$ cat config.mk
export PLATFORM = sky130hd
export DESIGN_NAME = atou_alert_output
export DESIGN_NICKNAME = d
export VERILOG_FILES = /design/src/include/atou_pkg.sv /design/src/atou_alert_output.sv
export SDC_FILE = /design/constraint.sdc
export NUM_CORES = 1
export LEC_CHECK = 0
export ABC_AREA = 1
export CORE_UTILIZATION = 58
export DETAILED_ROUTE_END_ITERATION = 12
export DONT_BUFFER_PORTS = 1
export PLACE_DENSITY = 0.74
export SETUP_SLACK_MARGIN = 0.15
export SLEW_MARGIN = 20
export SYNTH_ARGS = -nofsm -noshare
export SYNTH_HDL_FRONTEND = slang
export SYNTH_SLANG_ARGS = --single-unit
export TNS_END_PERCENT = 20
$ cat constraint.sdc
create_clock -name clk -period 1.9 [get_ports clk]
set_clock_uncertainty 0.1 [all_clocks]
set_input_delay 0.285 -clock clk [delete_from_list [all_inputs] [get_ports clk]]
set_output_delay 0.285 -clock clk [all_outputs]
set_load 0.1 [all_outputs]
$ cat src/include/atou_pkg.sv
// package: register map, reset values and bus types of the alert output block
package atou_pkg;

    localparam int          ATOU_ADDR_W      = 8;
    localparam int          ATOU_DATA_W      = 8;
    localparam int          ATOU_NUM_CH      = 8;
    localparam int          ATOU_NUM_OUT     = 8;

    // register byte addresses
    localparam logic [7:0]  ATOU_OFS_SRC0    = 8'hc3;
    localparam logic [7:0]  ATOU_OFS_SRC1    = 8'hc5;
    localparam logic [7:0]  ATOU_OFS_SRC2    = 8'hc7;
    localparam logic [7:0]  ATOU_OFS_SRC3    = 8'hc9;
    localparam logic [7:0]  ATOU_OFS_SRC4    = 8'hcb;
    localparam logic [7:0]  ATOU_OFS_SRC5    = 8'hcd;
    localparam logic [7:0]  ATOU_OFS_SRC6    = 8'hcf;
    localparam logic [7:0]  ATOU_OFS_SRC7    = 8'hd1;
    localparam logic [7:0]  ATOU_OFS_UPD_EN  = 8'he9;
    localparam logic [7:0]  ATOU_OFS_LEVEL   = 8'heb;
    localparam logic [7:0]  ATOU_OFS_OUTVAL  = 8'hf0;

    // reset values
    localparam logic [7:0]  ATOU_RST_SRC     = 8'h02;
    localparam logic [7:0]  ATOU_RST_UPD_EN  = 8'h00;
    localparam logic [7:0]  ATOU_RST_LEVEL   = 8'h00;
    localparam logic [7:0]  ATOU_RST_OUT     = 8'h00;

    localparam logic [31:0] ATOU_UNMAPPED    = 32'h00000000;

    // avalon request from the master
    typedef struct packed {
        logic [ATOU_ADDR_W-1:0] address;
        logic                   read;
        logic                   write;
        logic [31:0]            writedata;
        logic [3:0]             byteenable;
    } atou_av_req_t;

    // avalon answer to the master
    typedef struct packed {
        logic [31:0] readdata;
        logic        waitrequest;
    } atou_av_rsp_t;

endpackage : atou_pkg

$ cat src/atou_alert_output.sv
// module: alert-triggered update of the eight digital outputs
//
// The implementer's own choice: the Avalon-MM interface to the registers.
`timescale 1ns/10ps

module atou_alert_output
    import atou_pkg::*;
(
    // clock and reset
    input  wire logic                    clk,
    input  wire logic                    rstn,
    // register bus
    input  wire atou_av_req_t            av_req,
    output atou_av_rsp_t                 av_rsp,
    // alert flags per channel, same clock domain
    input  wire logic [ATOU_NUM_CH-1:0]  alert_flags,
    // digital outputs
    output logic      [ATOU_NUM_OUT-1:0] digital_output_pin
);

    logic [ATOU_NUM_CH-1:0]  src_mask      [ATOU_NUM_OUT];
    logic [ATOU_NUM_CH-1:0]  next_src_mask [ATOU_NUM_OUT];
    logic [ATOU_NUM_OUT-1:0] update_en;
    logic [ATOU_NUM_OUT-1:0] next_update_en;
    logic [ATOU_NUM_OUT-1:0] level_vals;
    logic [ATOU_NUM_OUT-1:0] next_level_vals;
    logic [ATOU_NUM_OUT-1:0] out_q;
    logic [ATOU_NUM_OUT-1:0] next_out_q;
    logic [ATOU_NUM_OUT-1:0] trig_now;
    logic [ATOU_NUM_OUT-1:0] trig_prev;
    logic [ATOU_NUM_OUT-1:0] next_trig_prev;
    logic [ATOU_NUM_OUT-1:0] src_hit;
    logic                    en_hit;
    logic                    lvl_hit;
    logic                    outval_hit;
    logic                    req_any;
    logic [ATOU_NUM_OUT-1:0] trig_rise;
    logic [31:0]             rdata;
    logic [31:0]             next_rdata;
    logic                    wait_q;
    logic                    next_wait_q;
    logic                    acc;
    logic                    wr_ok;
    logic [7:0]              wbyte;
    logic [7:0]              rbyte;

    localparam logic [7:0] SRC_OFS [ATOU_NUM_OUT] = '{
        ATOU_OFS_SRC0, ATOU_OFS_SRC1, ATOU_OFS_SRC2, ATOU_OFS_SRC3,
        ATOU_OFS_SRC4, ATOU_OFS_SRC5, ATOU_OFS_SRC6, ATOU_OFS_SRC7};

    // one wait cycle per access: the request is taken while waitrequest is
    // high and answered in the next cycle
    assign req_any = av_req.read | av_req.write;
    assign acc     = req_any & wait_q;
    // a write lands at the edge where the master sees waitrequest low, so a
    // request withdrawn before its answer never alters a register
    assign wr_ok   = av_req.write & ~wait_q & av_req.byteenable[0];
    assign wbyte   = av_req.writedata[7:0];

    // address decode shared by the write and read paths
    always_comb
    begin
        en_hit     = 1'b0;
        lvl_hit    = 1'b0;
        outval_hit = 1'b0;
        if (av_req.address == ATOU_OFS_UPD_EN)
        begin
            en_hit = 1'b1;
        end
        else if (av_req.address == ATOU_OFS_LEVEL)
        begin
            lvl_hit = 1'b1;
        end
        else if (av_req.address == ATOU_OFS_OUTVAL)
        begin
            outval_hit = 1'b1;
        end
    end

    // trigger per output: OR of the alert flags its mask selects
    genvar gn;
    generate
        for (gn = 0; gn < ATOU_NUM_OUT; gn++)
        begin : g_out
            assign src_hit[gn]  = (av_req.address == SRC_OFS[gn]);
            // cleared bits drop out of the OR
            assign trig_now[gn] = |(alert_flags & src_mask[gn]);
            always_comb
            begin
                next_src_mask[gn] = src_mask[gn];
                if (wr_ok && src_hit[gn])
                begin
                    next_src_mask[gn] = wbyte;
                end
            end
            always_ff @(posedge clk)
            begin
                if (!rstn)
                begin
                    src_mask[gn] <= ATOU_RST_SRC;
                end
                else
                begin
                    src_mask[gn] <= next_src_mask[gn];
                end
            end
        end
    endgenerate

    // a rise is seen against last cycle's trigger, so a flag that stays set
    // does not keep overwriting the output after software changes the level
    assign trig_rise = trig_now & ~trig_prev;

    always_comb
    begin
        next_update_en  = update_en;
        next_level_vals = level_vals;
        if (wr_ok && en_hit)
        begin
            next_update_en = wbyte;
        end
        if (wr_ok && lvl_hit)
        begin
            next_level_vals = wbyte;
        end
    end

    always_comb
    begin
        next_out_q = out_q;
        for (int n = 0; n < ATOU_NUM_OUT; n++)
        begin
            if (trig_rise[n] && update_en[n])
            begin
                next_out_q[n] = level_vals[n];
            end
        end
    end

    // read mux
    always_comb
    begin
        rbyte = 8'h00;
        if (en_hit)
        begin
            rbyte = update_en;
        end
        else if (lvl_hit)
        begin
            rbyte = level_vals;
        end
        else if (outval_hit)
        begin
            rbyte = out_q;
        end
        else if (src_hit[0])
        begin
            rbyte = src_mask[0];
        end
        else if (src_hit[1])
        begin
            rbyte = src_mask[1];
        end
        else if (src_hit[2])
        begin
            rbyte = src_mask[2];
        end
        else if (src_hit[3])
        begin
            rbyte = src_mask[3];
        end
        else if (src_hit[4])
        begin
            rbyte = src_mask[4];
        end
        else if (src_hit[5])
        begin
            rbyte = src_mask[5];
        end
        else if (src_hit[6])
        begin
            rbyte = src_mask[6];
        end
        else if (src_hit[7])
        begin
            rbyte = src_mask[7];
        end
    end

    always_comb
    begin
        next_wait_q = 1'b1;
        next_rdata  = rdata;
        if (acc)
        begin
            next_wait_q = 1'b0;
            next_rdata  = ATOU_UNMAPPED;
            if (av_req.read)
            begin
                next_rdata = {24'h000000, rbyte};
            end
        end
    end

    // configuration registers
    always_ff @(posedge clk)
    begin
        if (!rstn)
        begin
            update_en  <= ATOU_RST_UPD_EN;
            level_vals <= ATOU_RST_LEVEL;
        end
        else
        begin
            update_en  <= next_update_en;
            level_vals <= next_level_vals;
        end
    end

    // trigger history: a flag already high at reset release still counts as
    // a rise, but every output is disabled then, so nothing moves
    always_comb
    begin
        next_trig_prev = trig_now;
    end

    always_ff @(posedge clk)
    begin
        if (!rstn)
        begin
            trig_prev <= '0;
        end
        else
        begin
            trig_prev <= next_trig_prev;
        end
    end

    // output levels
    always_ff @(posedge clk)
    begin
        if (!rstn)
        begin
            out_q <= ATOU_RST_OUT;
        end
        else
        begin
            out_q <= next_out_q;
        end
    end

    // bus answer
    always_ff @(posedge clk)
    begin
        if (!rstn)
        begin
            rdata  <= ATOU_UNMAPPED;
            wait_q <= 1'b1;
        end
        else
        begin
            rdata  <= next_rdata;
            wait_q <= next_wait_q;
        end
    end

    assign av_rsp.readdata    = rdata;
    assign av_rsp.waitrequest = wait_q;
    assign digital_output_pin = out_q;

endmodule : atou_alert_output

-- Yosys cells after proc, flatten, opt, wreduce, memory -nomap -nowiden
Memory sizes are Yosys's and may differ from the RTL's.
Index checks and enable logic that the tools add are counted.
- multiplexer cells: 37
- eq/ne operators: 11
- bitwise logic cells: 23
- reduce and logical (&&, ||, !) cells: 26
- operators with widths (kind ; number):
    8-bit 2-to-1 mux ; 28
    8-bit equality test, second input constant ; 11
    8-bit AND ; 9
    8-bit OR reduction ; 8
    1-bit logical AND ; 18
    1-bit 2-to-1 mux ; 9
    1-bit OR ; 9
    8-bit inverter ; 1
    1-bit AND ; 3
    1-bit inverter ; 1
- register bits: 65
- memories: 1
- input bits: 56
- memory bits (writable): 64
- word-level logic and storage cells: 111
- memory list (memory ; words ; bits a word ; rd ports ; clocked after Yosys merged registers in ; write ports ; RTL line ; text):
    src_mask ; 8 ; 8 ; 8 ; 0 ; 8 ; atou_alert_output.sv:21 ; logic [ATOU_NUM_CH-1:0] src_mask [ATOU_NUM_OUT];

-- Logic depth before layout (Yosys ltp)
Gate-level depths: netlist of run 1.
- word-level depth: 13
- depth in mapped cells: 14
- depth with buffers taken out: 14

-- Worst setup path before layout of run 1
No wires, ideal clock.
- path kind: input-to-reg
- from: input port av_req[40] (netlist bit)
- to: register rdata[0]
- arrival time: 1454 ps
- stages on the path: 10
- slack: 214 ps
- setup time: 132 ps
- path buffers: 1
- cells stage by stage: inv_1 -> nand2_1 -> nor2_2 -> nand2_1 -> clkbuf_1 -> or2_2 -> nand2_1 -> nand2_1 -> nand2_1 -> a21oi_1
- cells in the longest elaborated chain, start to end: 13
- RTL lines (element ; RTL line ; text):
    start: declaration ; atou_alert_output.sv:13 ; input wire atou_av_req_t av_req,
    8-bit equality test ; atou_alert_output.sv:85 ; assign src_hit[gn] = (av_req.address == SRC_OFS[gn]);
    8-bit 2-to-1 mux ; atou_alert_output.sv:184 ; else if (src_hit[7])
    8-bit 2-to-1 mux ; atou_alert_output.sv:180 ; else if (src_hit[6])
    8-bit 2-to-1 mux ; atou_alert_output.sv:176 ; else if (src_hit[5])
    8-bit 2-to-1 mux ; atou_alert_output.sv:172 ; else if (src_hit[4])
    8-bit 2-to-1 mux ; atou_alert_output.sv:168 ; else if (src_hit[3])
    8-bit 2-to-1 mux ; atou_alert_output.sv:164 ; else if (src_hit[2])
    8-bit 2-to-1 mux ; atou_alert_output.sv:160 ; else if (src_hit[1])
    8-bit 2-to-1 mux ; atou_alert_output.sv:156 ; else if (src_hit[0])
    8-bit 2-to-1 mux ; atou_alert_output.sv:152 ; else if (outval_hit)
    8-bit 2-to-1 mux ; atou_alert_output.sv:148 ; else if (lvl_hit)
    8-bit 2-to-1 mux * ; atou_alert_output.sv:144 ; if (en_hit)
    8-bit 2-to-1 mux * ; atou_alert_output.sv:198 ; if (av_req.read)
    end signal: assignment ; atou_alert_output.sv:262 ; rdata <= next_rdata;
    end: declaration ; atou_alert_output.sv:38 ; logic [31:0] rdata;
Mark *: on every way between the ends. The rest lies on a longest branch, timed or not.
A chain may end at the register's enable or synchronous reset.

==> impl_results.md, run 1 <==
* Power per cell area at 747.2 nW/um^2
* Crit Path Max Fanout at 3
* Worst skew pair latency at 0.37 ns
* P&R area growth vs syn at 11.04%
* Dpl ws at -0.01812 ns
* DR WL/cell at 16.20 um
* FMAX at 0.5904 GHz
* CTS tree: built
* Crit Path Class: flop to flop
* Post-CTS Setup Bufs at 0
* Most common cell after layout, fill and taps aside: nand2_1
* Initial Util at 61.38%
* Comb power frac at 10.8%
* Commonest non-fill, non-tap cells in the layout: nand2_1 (122), inv_1 (107), dfxtp_1 (105), a21oi_1 (89), o21ai_0 (84)
* Drt first-iter violations at 469
* WP data arrival at 1.91 ns
* Largest net degree at the start of global routing at 65
* Largest area contributor in the netlist: dfxtp_1
* CTS sink cnt at 105
* Worst slew margin at 62.05%
* Count of cell types in the netlist at 29
* Layout cells sized above 1 at 10.64%
* Period utilisation layout at 89.15%
* Top post-synthesis cells by area: dfxtp_1 (41%), nand2_1 (9.0%), a21oi_1 (8.7%)
* Hold_ws at 0.005996 ns
* Die extent in x at 96.19 um
* DRT Wirelength at 14.34 mm
* Top_reg_cell synth: dfxtp_1
* Max-cap viol count at 0
* WP data required at 2.12 ns
* Setup TNS Final at 0 ns
* DR vias/cell at 5.783
* Final WS setup at 0.2062 ns
* Sequential power share at 51.9%
* Yosys reg bits at 105
* Switching Fraction at 27.69%
* Total grt overflow at 0
* HP Class: primary input to flop
* Tmin final at 1.694 ns
* Clk pin slew, worst setup/hold paths at 0.11 ns
* Multi-input logic area at 2384 um^2
* # DRC at 0
* Filler cells at 739
* NetSw at 1.182 mW
* R2r setup slk at 0.21 ns
* H-tree lvl count at 3
* Setup crit end kind: flop
* Clock root buffer: clkbuf_8
* Actual slew at the worst max-slew pin at 0.5672 ns
* Die Footprint at 9252 um^2
* Ant diodes at 0
* Async set-reset flop share out of synthesis at 0%
* Peak supply drop at 523.9 uV
* Number of buffers created by CTS at 9
* Slew Viols, Final at 0
* # IOs at 97
* Dpl cells at 860
* # nets final at 831
* Gp weighted congestion at 0.9348
* Post-Syn Area at 5145 um^2
* Register cell area after layout at 2102 um^2
* Status: finished, final reports clean
* Crit start category: flop
* Internal at 3.087 mW
* Register area share after synthesis at 40.86%
* Antenna Violating Nets Remaining at 0
* Fin util at 68.16%
* Core box area at 8382 um^2
* Die Span Y at 96.19 um
* Longest Clk Path Bufs at 2
* Avg Synthesized Cell Area at 6.897 um^2
* GRT Util Overall at 32.89%
* YS warnings at 0
* Final Hold Viols at 0
* Pleak at 2.344 nW
* Top-area cell type share of the netlist area at 40.86%
* Non-filler cells, final at 885
* # rows at 33
* Final HPWL DP at 10.13 mm
* RSZ-0062 raised after global routing: true
* Vias in the first global route at 4650
* Drt pass-1 iters at 6
* Number of synthesized flops with an enable pin at 0
* Clock power frac at 37.3%
* Antenna violations before repair at 0
* Endpoints failing setup at 0
* Cells after Synth at 746
* Routed via count at 5118
* PortBufs at 0
* Global-route wire length before repair at 22.69 mm
[stage by stage]
step / power, mW / instance area (um^2)
2_1_floorplan: 2.686 / 5231
3_3_place_gp: 2.665 / 5378
3_5_place_dp: 2.672 / 5378
4_1_cts: 4.280 / 5710
5_1_grt: 4.376 / 5713
6_report: 4.269 / 5713
[logic make-up after synthesis]
group | count (synthesis) | share of synthesized area [%]
simple gates | 269 | 23.32
buf+inv | 168 | 14.54
compound gates | 203 | 21.21
flops | 105 | 40.86
other cells | 1 | 0.07289
[worst paths after layout]
check	startpoint	to	cells past startpoint
worst min register to register	digital_output_pin[6]$_SDFFE_PN0P_	digital_output_pin[6]$_SDFFE_PN0P_	2
worst max register to register	src_mask[1][17]$_SDFFE_PN1P_	digital_output_pin[6]$_SDFFE_PN0P_	7
worst max-delay path	src_mask[1][17]$_SDFFE_PN1P_	digital_output_pin[6]$_SDFFE_PN0P_	7
worst min-delay path	av_req[10]	src_mask[1][6]$_SDFFE_PN0P_	2
[flip-flops by register name, indices dropped and copies added, names as in the netlist]
name                count
src_mask               64
digital_output_pin      8
level_vals              8
rdata                   8
trig_prev               8
update_en               8
wait_q                  1
[cell usage after synthesis (7+ instances only)]
master,number
a21oi_1,89
a221oi_1,11
buf_2,7
buf_4,25
clkbuf_1,24
dfxtp_1,105
inv_1,107
nand2_1,123
nand3_1,35
nand4_1,19
nor2_1,59
o21ai_0,84
o22ai_1,11
[critical path: stages, from the launching register on]
cell and delay, ns:
dfxtp_1 0.34, nand2_1 0.06, o21ai_0 0.09, a221oi_1 0.35, nand4_1 0.30, nand3b_1 0.20
o21ai_0 0.09, a21oi_1 0.11
[power groups by stage]
stage	clock network, mW	logic, mW	registers [mW]
floorplan	0	0.416	2.27
global placement	0	0.398	2.27
detailed placement	0	0.404	2.27
finish	1.59	0.459	2.22
global route	1.67	0.489	2.22
CTS	1.61	0.453	2.22
[repair_timing]
action                     CTS  global route
hold endpoints to repair    83             0
hold buffers                 9             0
setup endpoints to repair    0            14
gates resized for setup      0             1
[cell type report]
type,count,share of cell area [%]
multi-input cells,496,41.72
flip-flops and latches,105,36.79
repair buffers,55,8.016
inverters,108,7.096
clock buffers,10,2.409
well taps,105,2.300
clock inverters,6,1.664
[metal layers]
layer / share of wire (%) / global-route usage [%]
met1: 42 / 42.38
met2: 45 / 52.72
met3: 9.7 / 6.082
met4: 3.2 / 16.17
met5: 0 / 0
Power figures use the tool's default switching activity.
==> run 2, diff against run 1 <==
==> constraint.sdc (replaced) <==
create_clock -name clk -period 1.9 [get_ports clk]
set_clock_uncertainty 0.1 [all_clocks]
set_input_delay 0.475 -clock clk [delete_from_list [all_inputs] [get_ports clk]]
set_output_delay 0.475 -clock clk [all_outputs]
set_load 0.1 [all_outputs]
==> impl_results.md, run 2 (synthesis gave the netlist of run 1 again) <==
* Status: finished, final reports clean
* Pleak at 2.364 nW (+0.87%)
* Filler cells at 751 (+1.6%)
* Antenna Violating Nets Remaining at 0 (unchanged)
* Tmin final at 1.688 ns (-0.006111 ns)
* Post-CTS Setup Bufs at 0 (unchanged)
* Multi-input logic area at 2420 um^2 (+1.5%)
* CP bufs+invs at 1 (+1)
* Endpoints failing setup at 0 (unchanged)
* P&R area growth vs syn at 11.87%
* Power per cell area at 694.2 nW/um^2 (-7.1%)
* Worst flop-to-flop path endpoint: digital_output_pin[7]$_SDFFE_PN0P_
* Global-route wire length before repair at 22.16 mm (-2.3%)
* Setup crit end kind: flop
* Routed via count at 4977 (-2.8%)
* Layout cells sized above 1 at 12.98% (+2.3 points)
* Antenna violations before repair at 1 (+1)
* Cell family with the largest share of critical-path delay: compound AO/OA/AOI/OAI gates
* H-tree lvl count at 3 (unchanged)
* Gp weighted congestion at 0.8738 (-6.5%)
* # DRC at 0 (unchanged)
* R2r setup slk at 0.21 ns (about the same)
* Final HPWL DP at 10.40 mm (+2.7%)
* Crit start category: flop
* DR vias/cell at 5.586 (-3.4%)
* GRT Util Overall at 32.28% (-0.61 points)
* CTS sink cnt at 105 (unchanged)
* Worst skew pair latency at 0.38 ns (about the same)
* RR Startpoint: src_mask[1][24]$_SDFFE_PN0P_
* Critical path's slowest cell: a221oi_1
* # rows at 33 (unchanged)
* # IOs at 97 (unchanged)
* Drt pass-1 iters at 5 (-1)
* DR WL/cell at 15.67 um (-3.3%)
* Reg with most FFs: src_mask
* Hold Path Stages at 1 (-1)
* Initial Util at 61.38% (unchanged)
* Worst-path cell chain: inv_1, o21ai_0, a221oi_1, nand4_1, nand3b_1, o21ai_0, a21oi_1
* Most frequent CP cell: o21ai_0
* Crit Path Max Fanout at 2 (-1)
* Crit Path Class: flop to flop
* WP data arrival at 1.91 ns (about the same)
* Period utilisation layout at 88.82% (-0.32 points)
* Reg2reg path depth at 7 (unchanged)
* Longest Clk Path Bufs at 2 (unchanged)
* Clock root buffer: clkbuf_8
* Placed Area at 5559 um^2 (+3.4%)
* Die Footprint at 9252 um^2 (unchanged)
* Worst slew margin at 61.98% (-0.068 points)
* FMAX at 0.5925 GHz (+0.36%)
* Total grt overflow at 0 (unchanged)
* DRT Wirelength at 13.96 mm (-2.6%)
* CTS tree: built
* Final instance area at 5756 um^2 (+0.74%)
* Max-cap viol count at 0 (unchanged)
* RSZ-0062 raised after global routing: true
* Final Hold Viols at 0 (unchanged)
* Core box area at 8382 um^2 (unchanged)
* Hold Path Origin: rstn
* Hold_ws at 0.1259 ns (+0.1199 ns)
* # nets final at 837 (+0.72%)
* Drt first-iter violations at 427 (-9.0%)
* Clk pin slew, worst setup/hold paths at 0.11 ns (about the same)
* Die extent in x at 96.19 um (unchanged)
* Peak supply drop at 447.4 uV (-15%)
* Slowest cell delay on critical path at 0.38 ns (+0.03 ns)
* Commonest non-fill, non-tap cells in the layout: nand2_1 (119), inv_1 (106), dfxtp_1 (105), a21oi_1 (89), o21ai_0 (74)
* Number of buffers created by CTS at 9 (unchanged)
* PortBufs at 0 (unchanged)
* WP data required at 2.12 ns (about the same)
* Hold Path End: src_mask[0][9]$_SDFFE_PN1P_
* Actual slew at the worst max-slew pin at 0.5682 ns (+0.001018 ns)
* Die Span Y at 96.19 um (unchanged)
* Largest register FFs at 64 (unchanged)
* Vias in the first global route at 4513 (-2.9%)
* Slew Viols, Final at 0 (unchanged)
* Largest net degree at the start of global routing at 66 (+1.5%)
* Most common cell after layout, fill and taps aside: nand2_1
* Ant diodes at 0 (unchanged)
* Register cell area after layout at 2102 um^2 (unchanged)
* HP Class: primary input to flop
==> run 2: cell types whose count changed in the layout (fill, tap and decap cells not counted), moves of 3 or more <==
cell | previous run | this run
o21ai_0 | 84 | 74
o21ai_1 | 1 | 11
dlygate4sd3_1 | 8 | 0
buf_4 | 45 | 57
nand2_1 | 122 | 119
==> run 2: worst register-to-register path, stage by stage (launching register included) <==
cell and delay [ns]:
dfxtp_1 0.33, inv_1 0.06, o21ai_0 0.08, a221oi_1 0.38, nand4_1 0.29, nand3b_1 0.21, o21ai_0 0.09, a21oi_1 0.10
==> run 2: timing repair <==
item	in CTS	in global routing
resized for setup	0	2
endpoints found under the setup margin	0	24
hold buffers	0	0
hold endpoints to repair	0	0
==> run 2: layout make-up <==
class                           instances  share of cell area (%)
Multi-Input combinational cell        496                   42.04
Sequential cell                       105                   36.52
Timing Repair Buffer                   61                   8.826
Inverter                              108                   7.043
Clock buffer                           10                   2.391
Tap cell                              105                   2.283
Clock inverter                          6                  0.8913
==> run 2: routing by layer <==
metal / vias to the layer above / wire (um) / global-route usage (%) / part of all wire [%]
met3: 21 / 1142 / 6.082 / 8.2
met2: 195 / 6448 / 52.54 / 46
met1: 2282 / 6139 / 42.49 / 44
met5: - / 8 / 0 / 0.057
li1: 2477 / - / - / -
met4: 2 / 222 / 11.69 / 1.6
==> run 2: power by group <==
group | internal (mW) | switching, mW
registers | 2.21 | 0.00536
clock network | 0.530 | 0.813
logic | 0.0862 | 0.349
total | 2.83 | 1.17
==> run 2: stage by stage <==
step | setup TNS [ns] | total power [mW] | instances | worst slack, ns | utilization [%]
after floorplan | 0 | 2.692 | 769 | 0.07638 | -
after global placement | -1.455 | 2.694 | 875 | -0.1296 | 66.32
after detailed placement | -3.294 | 2.700 | 875 | -0.2236 | 66.32
after CTS | 0 | 3.996 | 891 | 0.1610 | 68.58
after global routing | 0 | 4.112 | 891 | 0.09116 | 68.67
final | 0 | 3.996 | 891 | 0.2123 | 68.67
==> run 2: worst max path at each step <==
stage | startpoint | endpoint | slack [ns] | cells past startpoint
floorplan | av_req[45] | update_en[5]$_SDFFE_PN0P_ | 0.08 | 7
global placement | av_req[43] | src_mask[0][15]$_SDFFE_PN0P_ | -0.13 | 9
detailed placement | av_req[43] | src_mask[0][14]$_SDFFE_PN0P_ | -0.22 | 9
CTS | av_req[43] | src_mask[0][14]$_SDFFE_PN0P_ | 0.16 | 9
global route | src_mask[1][24]$_SDFFE_PN0P_ | digital_output_pin[7]$_SDFFE_PN0P_ | 0.09 | 7
finish | src_mask[1][24]$_SDFFE_PN0P_ | digital_output_pin[7]$_SDFFE_PN0P_ | 0.21 | 7
==> run 3, diff against run 2 <==
clock period = 1.8 ns   (was 1.9 ns; I/O delays follow)
==> impl_results.md, run 3 (synthesis gave the netlist of run 1 again) <==
* Crit Path Max Fanout at 3 (+1)
* Final HPWL DP at 10.41 mm (about the same)
* Antenna Violating Nets Remaining at 0 (unchanged)
* P&R area growth vs syn at 14.20%
* Clk pin slew, worst setup/hold paths at 0.11 ns (about the same)
* Setup crit start: wait_q$_SDFF_PN1_
* Worst Setup EP: av_rsp[0]
* RSZ-0062 raised after global routing: true
* Die extent in x at 96.19 um (unchanged)
* WP data required at 1.25 ns (-0.87 ns)
* Die Footprint at 9252 um^2 (unchanged)
* Commonest non-fill, non-tap cells in the layout: nand2_1 (119), dfxtp_1 (105), inv_1 (101), a21oi_1 (89), o21ai_0 (71)
* # rows at 33 (unchanged)
* Initial Util at 61.38% (unchanged)
* Slowest cell delay on critical path at 0.38 ns (about the same)
* Final Hold Viols at 0 (unchanged)
* CTS sink cnt at 105 (unchanged)
* Drt pass-1 iters at 5 (unchanged)
* Drt first-iter violations at 468 (+9.6%)
* Longest Clk Path Bufs at 2 (unchanged)
* Slew Viols, Final at 0 (unchanged)
* Antenna violations before repair at 0 (-1)
* Crit path depth at 1 (-6)
* Die Span Y at 96.19 um (unchanged)
* Vias in the first global route at 4621 (+2.4%)
* Period utilisation layout at 89.06%
* Hold_ws at 0.1049 ns (-0.02101 ns)
* Layout cells sized above 1 at 14.88% (+1.9 points)
* Pleak at 2.403 nW (+1.6%)
* Tmin final at 1.603 ns
* Ant diodes at 0 (unchanged)
* GRT Util Overall at 32.26% (about the same)
* R2r setup slk at 0.20 ns (-0.02 ns)
* Routed via count at 5065 (+1.8%)
* # IOs at 97 (unchanged)
* Reg2reg path depth at 8 (+1)
* CTS tree: built
* Clock root buffer: clkbuf_8
* Largest register FFs at 64 (unchanged)
* Worst-path cell chain: buf_4
* Status: finished, final reports clean
* FMAX at 0.6238 GHz
* Crit start category: flop
* Worst flop-to-flop path endpoint: digital_output_pin[6]$_SDFFE_PN0P_
* Critical path's slowest cell: dfxtp_1
* RR Startpoint: src_mask[1][16]$_SDFFE_PN0P_
* HP Class: primary input to flop
* Largest net degree at the start of global routing at 66 (unchanged)
* # DRC at 0 (unchanged)
* Most common cell after layout, fill and taps aside: nand2_1
* Power per cell area at 709.3 nW/um^2 (+2.2%)
* Number of buffers created by CTS at 9 (unchanged)
* H-tree lvl count at 3 (unchanged)
* PortBufs at 0 (unchanged)
* Setup crit end kind: primary output
* Actual slew at the worst max-slew pin at 0.5705 ns (+0.002253 ns)
* Global-route wire length before repair at 22.63 mm (+2.1%)
* Gp weighted congestion at 0.8471 (-3.1%)
* Max-cap viol count at 0 (unchanged)
* Crit Path Class: flop to primary output
* Core box area at 8382 um^2 (unchanged)
* DR vias/cell at 5.640 (+0.97%)
* DRT Wirelength at 14.08 mm (+0.83%)
* Reg with most FFs: src_mask
* Peak supply drop at 518.0 uV (+16%)
* Worst skew pair latency at 0.37 ns (about the same)
* Cell family with the largest share of critical-path delay: flip-flops
* Worst slew margin at 61.83% (-0.15 points)
* DR WL/cell at 15.68 um (about the same)
* Filler cells at 717 (-4.5%)
* Endpoints failing setup at 0 (unchanged)
* Total power at 4.167 mW (+4.3%)
* CP bufs+invs at 1 (unchanged)
* # nets final at 844 (+0.84%)
* WP data arrival at 1.05 ns (-0.86 ns)
* Total grt overflow at 0 (unchanged)
==> run 3: cell count changes in the layout (fill, tap and decap cells not counted), sizes merged <==
cell      previous run  this run
buf                 61        67
clkinvlp             1         4
clkinv               3         1
==> run 3: through the flow <==
step / worst slack, ns / util, % / instance area (um^2) / setup TNS [ns] / std cells
floorplan: 0.001668 / - / 5271 / 0 / 769
global placement: -0.1095 / 66.86 / 5604 / -3.553 / 876
detailed placement: -0.1640 / 66.86 / 5604 / -6.094 / 876
CTS: 0.1724 / 68.98 / 5782 / 0 / 892
global route: 0.1028 / 70.10 / 5876 / 0 / 898
finish: 0.1969 / 70.10 / 5876 / 0 / 898
==> run 3: per-layer routing <==
metal / track usage, % / part of all wire [%] / vias to the layer above
met5: 0 / 0 / -
met2: 50.89 / 45 / 221
met3: 7.030 / 8.3 / 29
met1: 42.86 / 44 / 2327
met4: 12.56 / 2.9 / 0
li1: - / - / 2488
==> run 3: cell type report <==
type / count / area, um^2 / share of cell area [%]
clock inverters: 7 / 53.80 / 0.9157
well taps: 105 / 131.4 / 2.236
multi-input cells: 496 / 2441 / 41.55
repair buffers: 68 / 614.3 / 10.46
flip-flops and latches: 105 / 2102 / 35.78
clock buffers: 9 / 123.9 / 2.108
inverters: 108 / 409.1 / 6.963
==> run 3: worst min path at each step <==
stage                     cells past startpoint                                  to                    startpoint
after floorplan                               2        src_mask[1][27]$_SDFFE_PN0P_  src_mask[1][27]$_SDFFE_PN0P_
after global placement                        2        src_mask[0][15]$_SDFFE_PN0P_  src_mask[0][15]$_SDFFE_PN0P_
after detailed placement                      2        src_mask[0][10]$_SDFFE_PN0P_  src_mask[0][10]$_SDFFE_PN0P_
after CTS                                     1         src_mask[1][1]$_SDFFE_PN1P_                          rstn
after global routing                          2  digital_output_pin[6]$_SDFFE_PN0P_                          rstn
final                                         2  digital_output_pin[1]$_SDFFE_PN0P_                          rstn
==> run 3: power breakdown <==
group	switching, mW	internal [mW]
logic	0.372	0.0957
clock network	0.844	0.516
registers	0.00584	2.33
total	1.22	2.95
==> run 3: what timing repair did <==
item | 4_1_cts | 5_1_grt
setup buffers | 0 | 6
gates resized for setup | 0 | 16
endpoints found under the setup margin | 0 | 45
hold buffers | 0 | 0
hold endpoints to repair | 0 | 0
